File: src/crm_pkg.sv
package crm_pkg;

    // ------------------------------------------------------------------
    // Sizes
    // ------------------------------------------------------------------
    localparam int NUM_BANKS     = 8;
    localparam int REGS_PER_BANK = 16;
    localparam int BANK_W        = 3;
    localparam int REG_IDX_W     = 4;
    localparam int RAM_IDX_W     = BANK_W + REG_IDX_W;
    localparam int GPR_W         = 8;
    localparam int PAIR_W        = 16;
    localparam int PTR_W         = 24;
    localparam int NUM_EXP       = 4;
    localparam int MEM_ADDR_W    = 20;
    localparam int PC_W          = 20;
    localparam int SP_W          = 24;
    localparam int PSW_W         = 16;
    localparam int BUS_ADDR_W    = 8;
    localparam int BUS_DATA_W    = 24;
    localparam int STEP_W        = 3;

    // ------------------------------------------------------------------
    // Register map
    // ------------------------------------------------------------------
    localparam logic [7:0] OFS_GPR      = 8'h00;
    localparam logic [7:0] OFS_PAIR     = 8'h10;
    localparam logic [7:0] OFS_PTR      = 8'h18;
    localparam logic [7:0] OFS_EXP      = 8'h1c;
    localparam logic [7:0] OFS_PSW      = 8'h20;
    localparam logic [7:0] OFS_PC       = 8'h21;
    localparam logic [7:0] OFS_SP       = 8'h22;
    localparam logic [7:0] OFS_RELOCATE = 8'h23;
    localparam logic [7:0] OFS_MAP_STAT = 8'h24;
    localparam logic [7:0] OFS_ALIAS_B  = 8'h28;
    localparam logic [7:0] OFS_ALIAS_P  = 8'h2c;
    localparam logic [7:0] OFS_ALIAS_E  = 8'h2e;

    // ------------------------------------------------------------------
    // Status word fields
    // ------------------------------------------------------------------
    localparam int PSW_UF     = 15;
    localparam int PSW_RBS_HI = 14;
    localparam int PSW_RBS_LO = 12;
    localparam int PSW_RSS    = 5;
    localparam logic [15:0] PSW_WMASK = 16'hf0fd;
    localparam logic [15:0] PSW_RESET = 16'h0000;
    localparam logic [7:0]  FLAG_MASK = 8'hfd;

    localparam logic [19:0] PC_RESET  = 20'h00000;
    localparam logic [23:0] SP_RESET  = 24'h000000;

    // ------------------------------------------------------------------
    // Memory map
    // ------------------------------------------------------------------
    localparam logic [7:0]  RELOC_LOW_OP  = 8'h00;
    localparam logic [7:0]  RELOC_HIGH_OP = 8'h0f;
    localparam logic [19:0] DATA_BASE_BIG = 20'h0f100;
    localparam logic [19:0] DATA_BASE_SML = 20'h0f700;
    localparam logic [19:0] DATA_TOP_LOW  = 20'h0ffff;
    localparam logic [19:0] HIGH_OFFSET   = 20'hf0000;
    localparam logic [19:0] ROM_TOP_BIG   = 20'h1ffff;
    localparam logic [19:0] ROM_TOP_SML   = 20'h17fff;

    typedef enum logic [3:0] {
        RG_NONE = 4'h1,
        RG_ROM  = 4'h2,
        RG_DATA = 4'h4,
        RG_EXT  = 4'h8
    } crm_region_t;

    typedef enum logic [2:0] {
        RL_UNSET = 3'h1,
        RL_LOW   = 3'h2,
        RL_HIGH  = 3'h4
    } crm_reloc_t;

    typedef struct packed {
        logic                  wr;
        logic                  rd;
        logic [BUS_ADDR_W-1:0] addr;
        logic [BUS_DATA_W-1:0] wdata;
    } crm_bus_t;

    typedef struct packed {
        logic              pc_adv;
        logic [STEP_W-1:0] pc_step;
        logic              flag_we;
        logic [7:0]        flags;
        logic              ctx_sw;
        logic [BANK_W-1:0] ctx_bank;
    } crm_core_t;

endpackage : crm_pkg

File: src/crm_cpu_regs.sv
`timescale 1ns/100ps
// Function
// - Eight banks, each of sixteen 8-bit general registers.
// - Two adjacent 8-bit registers read and write as one 16-bit pair.
// - Pairs four to seven join an expansion byte into 24-bit pointers.
// - Bank chosen by software write or by core context switch.
// - Banks live in RAM; four expansion bytes are separate flops.
// - Legacy alias names reach bank registers only while alias flag set.
// - Program counter is 20 bits and advances as instructions run.
// - Status high byte: user flag bit 15, bank field bits 14 to 12.
// - Status low byte holds flags, bit 1 always zero, updated by core.
// - Memory space is one megabyte, a 20-bit address.
// - Low option places data area below 10000H, ROM around it.
// - ROM under the low data window is not reachable as ROM.
// - High option places data area at the top of the space.
// - ROM under the low window is usable only with the high option.
// - Other addresses go external only in expansion mode.
module crm_cpu_regs #(
    parameter bit LARGE_PART = 1'b1
) (
    input  wire logic                             clk,
    input  wire logic                             rst_b,
    input  crm_pkg::crm_bus_t                     bus,
    output logic [crm_pkg::BUS_DATA_W-1:0]        rdata,
    input  crm_pkg::crm_core_t                    core,
    input  wire logic [crm_pkg::MEM_ADDR_W-1:0]   mem_addr,
    input  wire logic                             ext_mode,
    output crm_pkg::crm_region_t                  mem_region,
    output logic [crm_pkg::PC_W-1:0]              pc,
    output logic [crm_pkg::PSW_W-1:0]             program_status_word,
    output logic [crm_pkg::SP_W-1:0]              sp,
    output logic [crm_pkg::BANK_W-1:0]            active_bank,
    output logic                                  reloc_done,
    output logic                                  reloc_high
);

    logic [crm_pkg::GPR_W-1:0]     gpr_ram [crm_pkg::NUM_BANKS *
                                            crm_pkg::REGS_PER_BANK];
    logic [crm_pkg::GPR_W-1:0]     exp_reg [crm_pkg::NUM_EXP];
    logic                          g_byte;
    logic                          g_pair;
    logic [crm_pkg::REG_IDX_W-1:0] g_idx;
    logic [crm_pkg::RAM_IDX_W-1:0] lo_addr;
    logic [crm_pkg::RAM_IDX_W-1:0] hi_addr;
    logic                          in_ptr;
    logic                          in_exp;
    logic [1:0]                    exp_sel;
    logic [crm_pkg::PSW_W-1:0]     next_psw;
    logic [crm_pkg::BUS_DATA_W-1:0] next_rdata;
    crm_pkg::crm_reloc_t           reloc_state;
    crm_pkg::crm_region_t          next_region;

    // ------------------------------------------------------------------
    // Register decode
    // ------------------------------------------------------------------
    assign active_bank = program_status_word[crm_pkg::PSW_RBS_HI:crm_pkg::PSW_RBS_LO];
    assign in_ptr  = bus.addr >= crm_pkg::OFS_PTR &&
                     bus.addr <  crm_pkg::OFS_EXP;
    assign in_exp  = bus.addr >= crm_pkg::OFS_EXP &&
                     bus.addr <  crm_pkg::OFS_PSW;
    assign exp_sel = bus.addr[1:0];

    always_comb begin
        g_byte = 1'b0;
        g_pair = 1'b0;
        g_idx  = '0;
        if (bus.addr < crm_pkg::OFS_PAIR) begin
            g_byte = 1'b1;
            g_idx  = bus.addr[3:0];
        end else if (bus.addr < crm_pkg::OFS_PTR) begin
            g_pair = 1'b1;
            g_idx  = {bus.addr[2:0], 1'b0};
        end else if (in_ptr) begin
            g_pair = 1'b1;
            g_idx  = {1'b1, bus.addr[1:0], 1'b0};
        end else if (program_status_word[crm_pkg::PSW_RSS] &&
                     bus.addr >= crm_pkg::OFS_ALIAS_B &&
                     bus.addr <  crm_pkg::OFS_ALIAS_P) begin
            g_byte = 1'b1;
            g_idx  = {2'b01, bus.addr[1:0]};
        end else if (program_status_word[crm_pkg::PSW_RSS] &&
                     bus.addr >= crm_pkg::OFS_ALIAS_P &&
                     bus.addr <  crm_pkg::OFS_ALIAS_E) begin
            g_pair = 1'b1;
            g_idx  = {2'b01, bus.addr[0], 1'b0};
        end
    end

    assign lo_addr = {active_bank, g_idx};
    assign hi_addr = {active_bank, g_idx | 4'h1};

    // ------------------------------------------------------------------
    // General register RAM
    // ------------------------------------------------------------------
    always_ff @(posedge clk) begin
        if (bus.wr && (g_byte || g_pair)) begin
            gpr_ram[lo_addr] <= bus.wdata[7:0];
        end
        if (bus.wr && g_pair) begin
            gpr_ram[hi_addr] <= bus.wdata[15:8];
        end
    end

    // ------------------------------------------------------------------
    // Address expansion registers
    // ------------------------------------------------------------------
    always_ff @(posedge clk or negedge rst_b) begin
        if (!rst_b) begin
            for (int i = 0; i < crm_pkg::NUM_EXP; i++) begin
                exp_reg[i] <= 8'h00;
            end
        end else if (bus.wr && in_ptr) begin
            exp_reg[exp_sel] <= bus.wdata[23:16];
        end else if (bus.wr && in_exp) begin
            exp_reg[exp_sel] <= bus.wdata[7:0];
        end
    end

    // ------------------------------------------------------------------
    // Status word
    // ------------------------------------------------------------------
    always_comb begin
        next_psw = program_status_word;
        if (core.flag_we) begin
            next_psw[7:0] = core.flags & crm_pkg::FLAG_MASK;
        end
        if (bus.wr && bus.addr == crm_pkg::OFS_PSW) begin
            next_psw = bus.wdata[15:0] & crm_pkg::PSW_WMASK;
        end
        if (core.ctx_sw) begin
            next_psw[crm_pkg::PSW_RBS_HI:crm_pkg::PSW_RBS_LO] =
                core.ctx_bank;
        end
    end

    always_ff @(posedge clk or negedge rst_b) begin
        if (!rst_b) begin
            program_status_word <= crm_pkg::PSW_RESET;
        end else begin
            program_status_word <= next_psw;
        end
    end

    // ------------------------------------------------------------------
    // Program counter and stack pointer
    // ------------------------------------------------------------------
    always_ff @(posedge clk or negedge rst_b) begin
        if (!rst_b) begin
            pc <= crm_pkg::PC_RESET;
        end else if (bus.wr && bus.addr == crm_pkg::OFS_PC) begin
            pc <= bus.wdata[19:0];
        end else if (core.pc_adv) begin
            pc <= pc + {17'h00000, core.pc_step};
        end
    end

    always_ff @(posedge clk or negedge rst_b) begin
        if (!rst_b) begin
            sp <= crm_pkg::SP_RESET;
        end else if (bus.wr && bus.addr == crm_pkg::OFS_SP) begin
            sp <= bus.wdata;
        end
    end

    // ------------------------------------------------------------------
    // Data area relocation
    // ------------------------------------------------------------------
    always_ff @(posedge clk or negedge rst_b) begin
        if (!rst_b) begin
            reloc_state <= crm_pkg::RL_UNSET;
            reloc_done  <= 1'b0;
            reloc_high  <= 1'b0;
        end else begin
            case (reloc_state)
                crm_pkg::RL_UNSET: begin
                    if (bus.wr && bus.addr == crm_pkg::OFS_RELOCATE) begin
                        if (bus.wdata[7:0] == crm_pkg::RELOC_LOW_OP) begin
                            reloc_state <= crm_pkg::RL_LOW;
                            reloc_done  <= 1'b1;
                        end else if (bus.wdata[7:0] ==
                                     crm_pkg::RELOC_HIGH_OP) begin
                            reloc_state <= crm_pkg::RL_HIGH;
                            reloc_done  <= 1'b1;
                            reloc_high  <= 1'b1;
                        end
                    end
                end
                crm_pkg::RL_LOW: begin
                    reloc_state <= crm_pkg::RL_LOW;
                end
                crm_pkg::RL_HIGH: begin
                    reloc_state <= crm_pkg::RL_HIGH;
                end
                default: begin
                    reloc_state <= crm_pkg::RL_UNSET;
                    reloc_done  <= 1'b0;
                    reloc_high  <= 1'b0;
                end
            endcase
        end
    end

    // ------------------------------------------------------------------
    // Memory map decode
    // ------------------------------------------------------------------
    crm_map_decode #(
        .LARGE_PART (LARGE_PART)
    ) u_decode (
        .addr     (mem_addr),
        .high     (reloc_high),
        .ext_mode (ext_mode),
        .region   (next_region)
    );

    always_ff @(posedge clk or negedge rst_b) begin
        if (!rst_b) begin
            mem_region <= crm_pkg::RG_NONE;
        end else begin
            mem_region <= next_region;
        end
    end

    // ------------------------------------------------------------------
    // Read port
    // ------------------------------------------------------------------
    always_comb begin
        next_rdata = '0;
        if (g_byte) begin
            next_rdata = {16'h0000, gpr_ram[lo_addr]};
        end else if (g_pair) begin
            next_rdata = {8'h00, gpr_ram[hi_addr], gpr_ram[lo_addr]};
            if (in_ptr) begin
                next_rdata[23:16] = exp_reg[exp_sel];
            end
        end else if (in_exp) begin
            next_rdata = {16'h0000, exp_reg[exp_sel]};
        end else if (bus.addr == crm_pkg::OFS_PSW) begin
            next_rdata = {8'h00, program_status_word};
        end else if (bus.addr == crm_pkg::OFS_PC) begin
            next_rdata = {4'h0, pc};
        end else if (bus.addr == crm_pkg::OFS_SP) begin
            next_rdata = sp;
        end else if (bus.addr == crm_pkg::OFS_MAP_STAT) begin
            next_rdata = {22'h000000, reloc_high, reloc_done};
        end
    end

    always_ff @(posedge clk or negedge rst_b) begin
        if (!rst_b) begin
            rdata <= '0;
        end else if (bus.rd) begin
            rdata <= next_rdata;
        end else begin
            rdata <= '0;
        end
    end
endmodule : crm_cpu_regs

File: src/crm_map_decode.sv
`timescale 1ns/100ps
module crm_map_decode #(
    parameter bit LARGE_PART = 1'b1
) (
    input  wire logic [crm_pkg::MEM_ADDR_W-1:0] addr,
    input  wire logic                            high,
    input  wire logic                            ext_mode,
    output crm_pkg::crm_region_t                 region
);

    logic [crm_pkg::MEM_ADDR_W-1:0] data_base;
    logic [crm_pkg::MEM_ADDR_W-1:0] rom_top;
    logic                            in_data;
    logic                            in_rom;

    assign data_base = LARGE_PART ? crm_pkg::DATA_BASE_BIG
                                  : crm_pkg::DATA_BASE_SML;
    assign rom_top   = LARGE_PART ? crm_pkg::ROM_TOP_BIG
                                  : crm_pkg::ROM_TOP_SML;

    // ------------------------------------------------------------------
    // Window placement
    // ------------------------------------------------------------------
    always_comb begin
        if (high) begin
            in_data = addr >= (data_base | crm_pkg::HIGH_OFFSET);
        end else begin
            in_data = addr >= data_base &&
                      addr <= crm_pkg::DATA_TOP_LOW;
        end
        in_rom = addr <= rom_top && !in_data;
    end

    always_comb begin
        if (in_data) begin
            region = crm_pkg::RG_DATA;
        end else if (in_rom) begin
            region = crm_pkg::RG_ROM;
        end else if (ext_mode) begin
            region = crm_pkg::RG_EXT;
        end else begin
            region = crm_pkg::RG_NONE;
        end
    end

endmodule : crm_map_decode

File: config.mk
export PLATFORM = sky130hd
export DESIGN_NAME = crm_cpu_regs
export DESIGN_NICKNAME = d
export VERILOG_FILES = /design/src/crm_pkg.sv /design/src/crm_cpu_regs.sv /design/src/crm_map_decode.sv
export SDC_FILE = /design/constraint.sdc
export NUM_CORES = 2
export LEC_CHECK = 0
export ABC_CLOCK_PERIOD_IN_PS = 8300
export BUFFER_PORTS_ARGS = -buffer_cell sky130_fd_sc_hd__buf_2
export CELL_PAD_IN_SITES_DETAIL_PLACEMENT = 1
export CELL_PAD_IN_SITES_GLOBAL_PLACEMENT = 2
export CORE_MARGIN = 3
export CORE_UTILIZATION = 45
export DETAILED_ROUTE_END_ITERATION = 12
export PLACE_DENSITY_LB_ADDON = 0.1
export SLEW_MARGIN = 20
export SYNTH_ARGS = -nofsm -noshare
export SYNTH_HDL_FRONTEND = slang
export SYNTH_HIERARCHICAL = 1
export SYNTH_SLANG_ARGS = --single-unit
File: constraint.sdc
create_clock -name clk -period 8.3 [get_ports clk]
set_input_delay 1.66 -clock clk [delete_from_list [all_inputs] [get_ports clk]]
set_output_delay 1.66 -clock clk [all_outputs]
set_load 0.01 [all_outputs]
==> flow_summary.json <==
{
  "run_status": "finished clean",
  "setup_tns_ns": 0,
  "initial_utilization": 0.456,
  "synth_edf_count": 1024,
  "syn_inst": 4262,
  "yosysSeqAreaShare": 0.615,
  "drt-total-wl_microns": 236000,
  "post-place-cells": 5789,
  "ys.warnings.count": 6,
  "port_buffers": 152,
  "rows": 127,
  "synth-compound-area-share": 0.138,
  "reg2reg_depth": 9,
  "max-cap-violations": 0,
  "final_common_cell": "edfxtp_1",
  "drtPass1Iterations": 6,
  "utilization": 0.513,
  "syn_to_final_growth_pct": 12.5,
  "routabilityCongestion": 0.927,
  "multiInputGateArea_sq_um": 19500,
  "largest_reg_flops": 1024,
  "yosys_register_bits": 1144,
  "grt_max_degree": 99,
  "dieHeight_microns": 355,
  "gr-total-overflow": 0,
  "cts_hold_buf": 0,
  "dp_hpwl_microns": 152000,
  "ant_nets": 0,
  "final_nets": 4393,
  "design.core.area_sq_um": 120000,
  "placed_cell_area_sq_um": 57300,
  "synth-simple-area-share": 0.0857,
  "cp_data_arrival_time_ns": 6.41,
  "clock.fmax_ghz": 0.173,
  "clk_pin_slew_ns": 0.06,
  "syn_avg_cell_area_sq_um": 12.9,
  "seqCellArea_sq_um": 33800,
  "clk_latency_ns": 0.79,
  "syn_area_sq_um": 54900,
  "cts_resized": 0,
  "fin_cells": 6047,
  "worst-path-max-fanout": 49,
  "required_ns": 8.94,
  "finClkSkew_ns": 0.0359,
  "leakage_uw": 0.0207,
  "ys.flop_type": "edfxtp_1",
  "cts_max_level": 4,
  "power.total_uw": 13500,
  "drc": 0,
  "holdPathStages": 2,
  "dieWidth_microns": 355,
  "fillerInstances": 12147,
  "drt-vias-per-instance": 6.97,
  "grt_pass1_wl_microns": 329000,
  "io_pins": 167,
  "synth_mux_area_frac": 0.125,
  "cts_setup_buffers": 0,
  "drtIter0Drc": 6214,
  "ctsRootBufferMaster": "clkbuf_16",
  "setup_viol": 0,
  "crit_path_end_kind": "flip-flop",
  "track_usage": 0.369,
  "final_area_sq_um": 61700,
  "clock_path_buffers": 3,
  "hold_class": "flip-flop to flip-flop",
  "post_drt_wl_per_cell_microns": 39.0,
  "cts-buffers-inserted": 135,
  "synth_xor_area_frac": 0.00303,
  "slew_headroom": 0.105,
  "antenna_found_initial": 16,
  "synth_top_family_by_area": "compound AO/OA/AOI/OAI gates",
  "path_class": "input port to flip-flop",
  "num_vias": 42128,
  "dieArea_sq_um": 126000,
  "grt_pass1_vias": 41001,
  "hold_viol": 0,
  "timing.final.crit_share": 0.695,
  "drive_gt1_frac": 0.265,
  "ir_drop_mv": 0.245,
  "cts_tree": "yes",
  "tightest_slew_ns": 1.32,
  "maxSlewViolCount": 0,
  "async_flop_share": 0.105,
  "power.density_nw_per_um2": 218,
  "yosys.cell_types.count": 94,
  "rsz0062_at_grt": "false",
  "fin_crit_ns": 5.77,
  "critPathLaunchType": "input port",
  "cts_num_sinks": 1144,
  "final_cell_mix": "edfxtp_1 (1,024), mux2_2 (549), nand2_1 (357)",
  "synthAdderAreaFrac": 0.00105
}
-- Yosys cell counts (14+ instances only) --
cell type,n,area share
edfxtp_1,1024,0.56
mux2_2,549,0.11
nand2_1,360,0.025
o22ai_1,321,0.037
nor2_1,311,0.021
clkbuf_1,196,0.013
o21ai_0,180,0.016
buf_2,123,0.011
o221ai_1,119,0.019
dfrtp_1,118,0.054
a21oi_1,116,0.011
nand3_1,83,0.0076
nor3_1,55,0.0050
o22a_1,53,0.0085
a31oi_1,48,0.0055
mux2i_1,44,0.0080
buf_1,30,0.0021
a22oi_1,29,0.0040
a211oi_1,27,0.0037
nor2_2,26,0.0030
buf_4,25,0.0034
o21a_1,20,0.0027
nor4_1,18,0.0021
nor2_4,17,0.0035
a2111oi_0,16,0.0026
and3_1,15,0.0017
o221a_2,15,0.0031
o21bai_1,14,0.0019
o311ai_0,14,0.0022
-- stage by stage --
stage | setup slack, ns | hold WS [ns]
after floorplan | 3.79 | 0.445
after global placement | 1.92 | 0.458
after detailed placement | 1.94 | 0.469
after CTS | 2.77 | 0.481
after global routing | 2.51 | 0.499
final | 2.53 | 0.478
-- kinds of logic after synthesis --
logic type      Yosys count
compound gates         1105
xor+xnor                 19
fa+ha+maj                 4
buf+inv                 395
flops                  1144
mux                     604
other cells               1
simple gates            990
-- final timing paths --
check | start | endpoint | slack (ns)
setup / recovery | bus[25] | rdata[1]$_DFF_PN0_ | 2.53
hold / removal | exp_reg[16]$_DFFE_PN0P_ | exp_reg[16]$_DFFE_PN0P_ | 0.48
setup reg to reg | program_status_word[5]$_DFFE_PN0P_ | rdata[1]$_DFF_PN0_ | 3.29
hold reg to reg | exp_reg[16]$_DFFE_PN0P_ | exp_reg[16]$_DFFE_PN0P_ | 0.48
max in group asynchronous | rst_b | mem_region[3]$_DFF_PN0_ | 5.97
min in group asynchronous | rst_b | exp_reg[28]$_DFFE_PN0P_ | 0.88
-- report_power, final --
part | total [uW] | leakage (uW) | switching (uW) | internal [uW]
Sequential | 6410 | 0.0108 | 77.7 | 6330
Combinational | 1090 | 0.00774 | 761 | 329
Clock | 5980 | 0.00215 | 2490 | 3490
-- worst max-delay path: stages --
cell       delay [ns]
buf_2            0.44
nor2b_1          0.34
nand3_1          0.28
and2_4           0.75
buf_4            0.41
o22ai_1          0.13
a2111oi_0        0.88
buf_4            0.25
nor2_1           0.09
o31ai_1          0.56
a32o_1           0.53
-- final cells by class --
cell class	count	share of cell area
Multi-Input combinational cell	2727	0.316
Sequential cell	1144	0.547
Clock inverter	57	0.00798
Inverter	14	0.000851
Timing Repair Buffer	293	0.0326
Antenna cell	7	0.000284
Clock buffer	193	0.0631
Tap cell	1612	0.0327
-- layer usage --
layer	vias to the layer above	routed length (microns)	track usage
li1	16892	-	-
met3	527	26700	0.0856
met2	2668	102000	0.542
met4	2	12300	0.168
met1	22039	94600	0.521
met5	-	8	0
No activity file was read; power rests on OpenSTA's default activity.
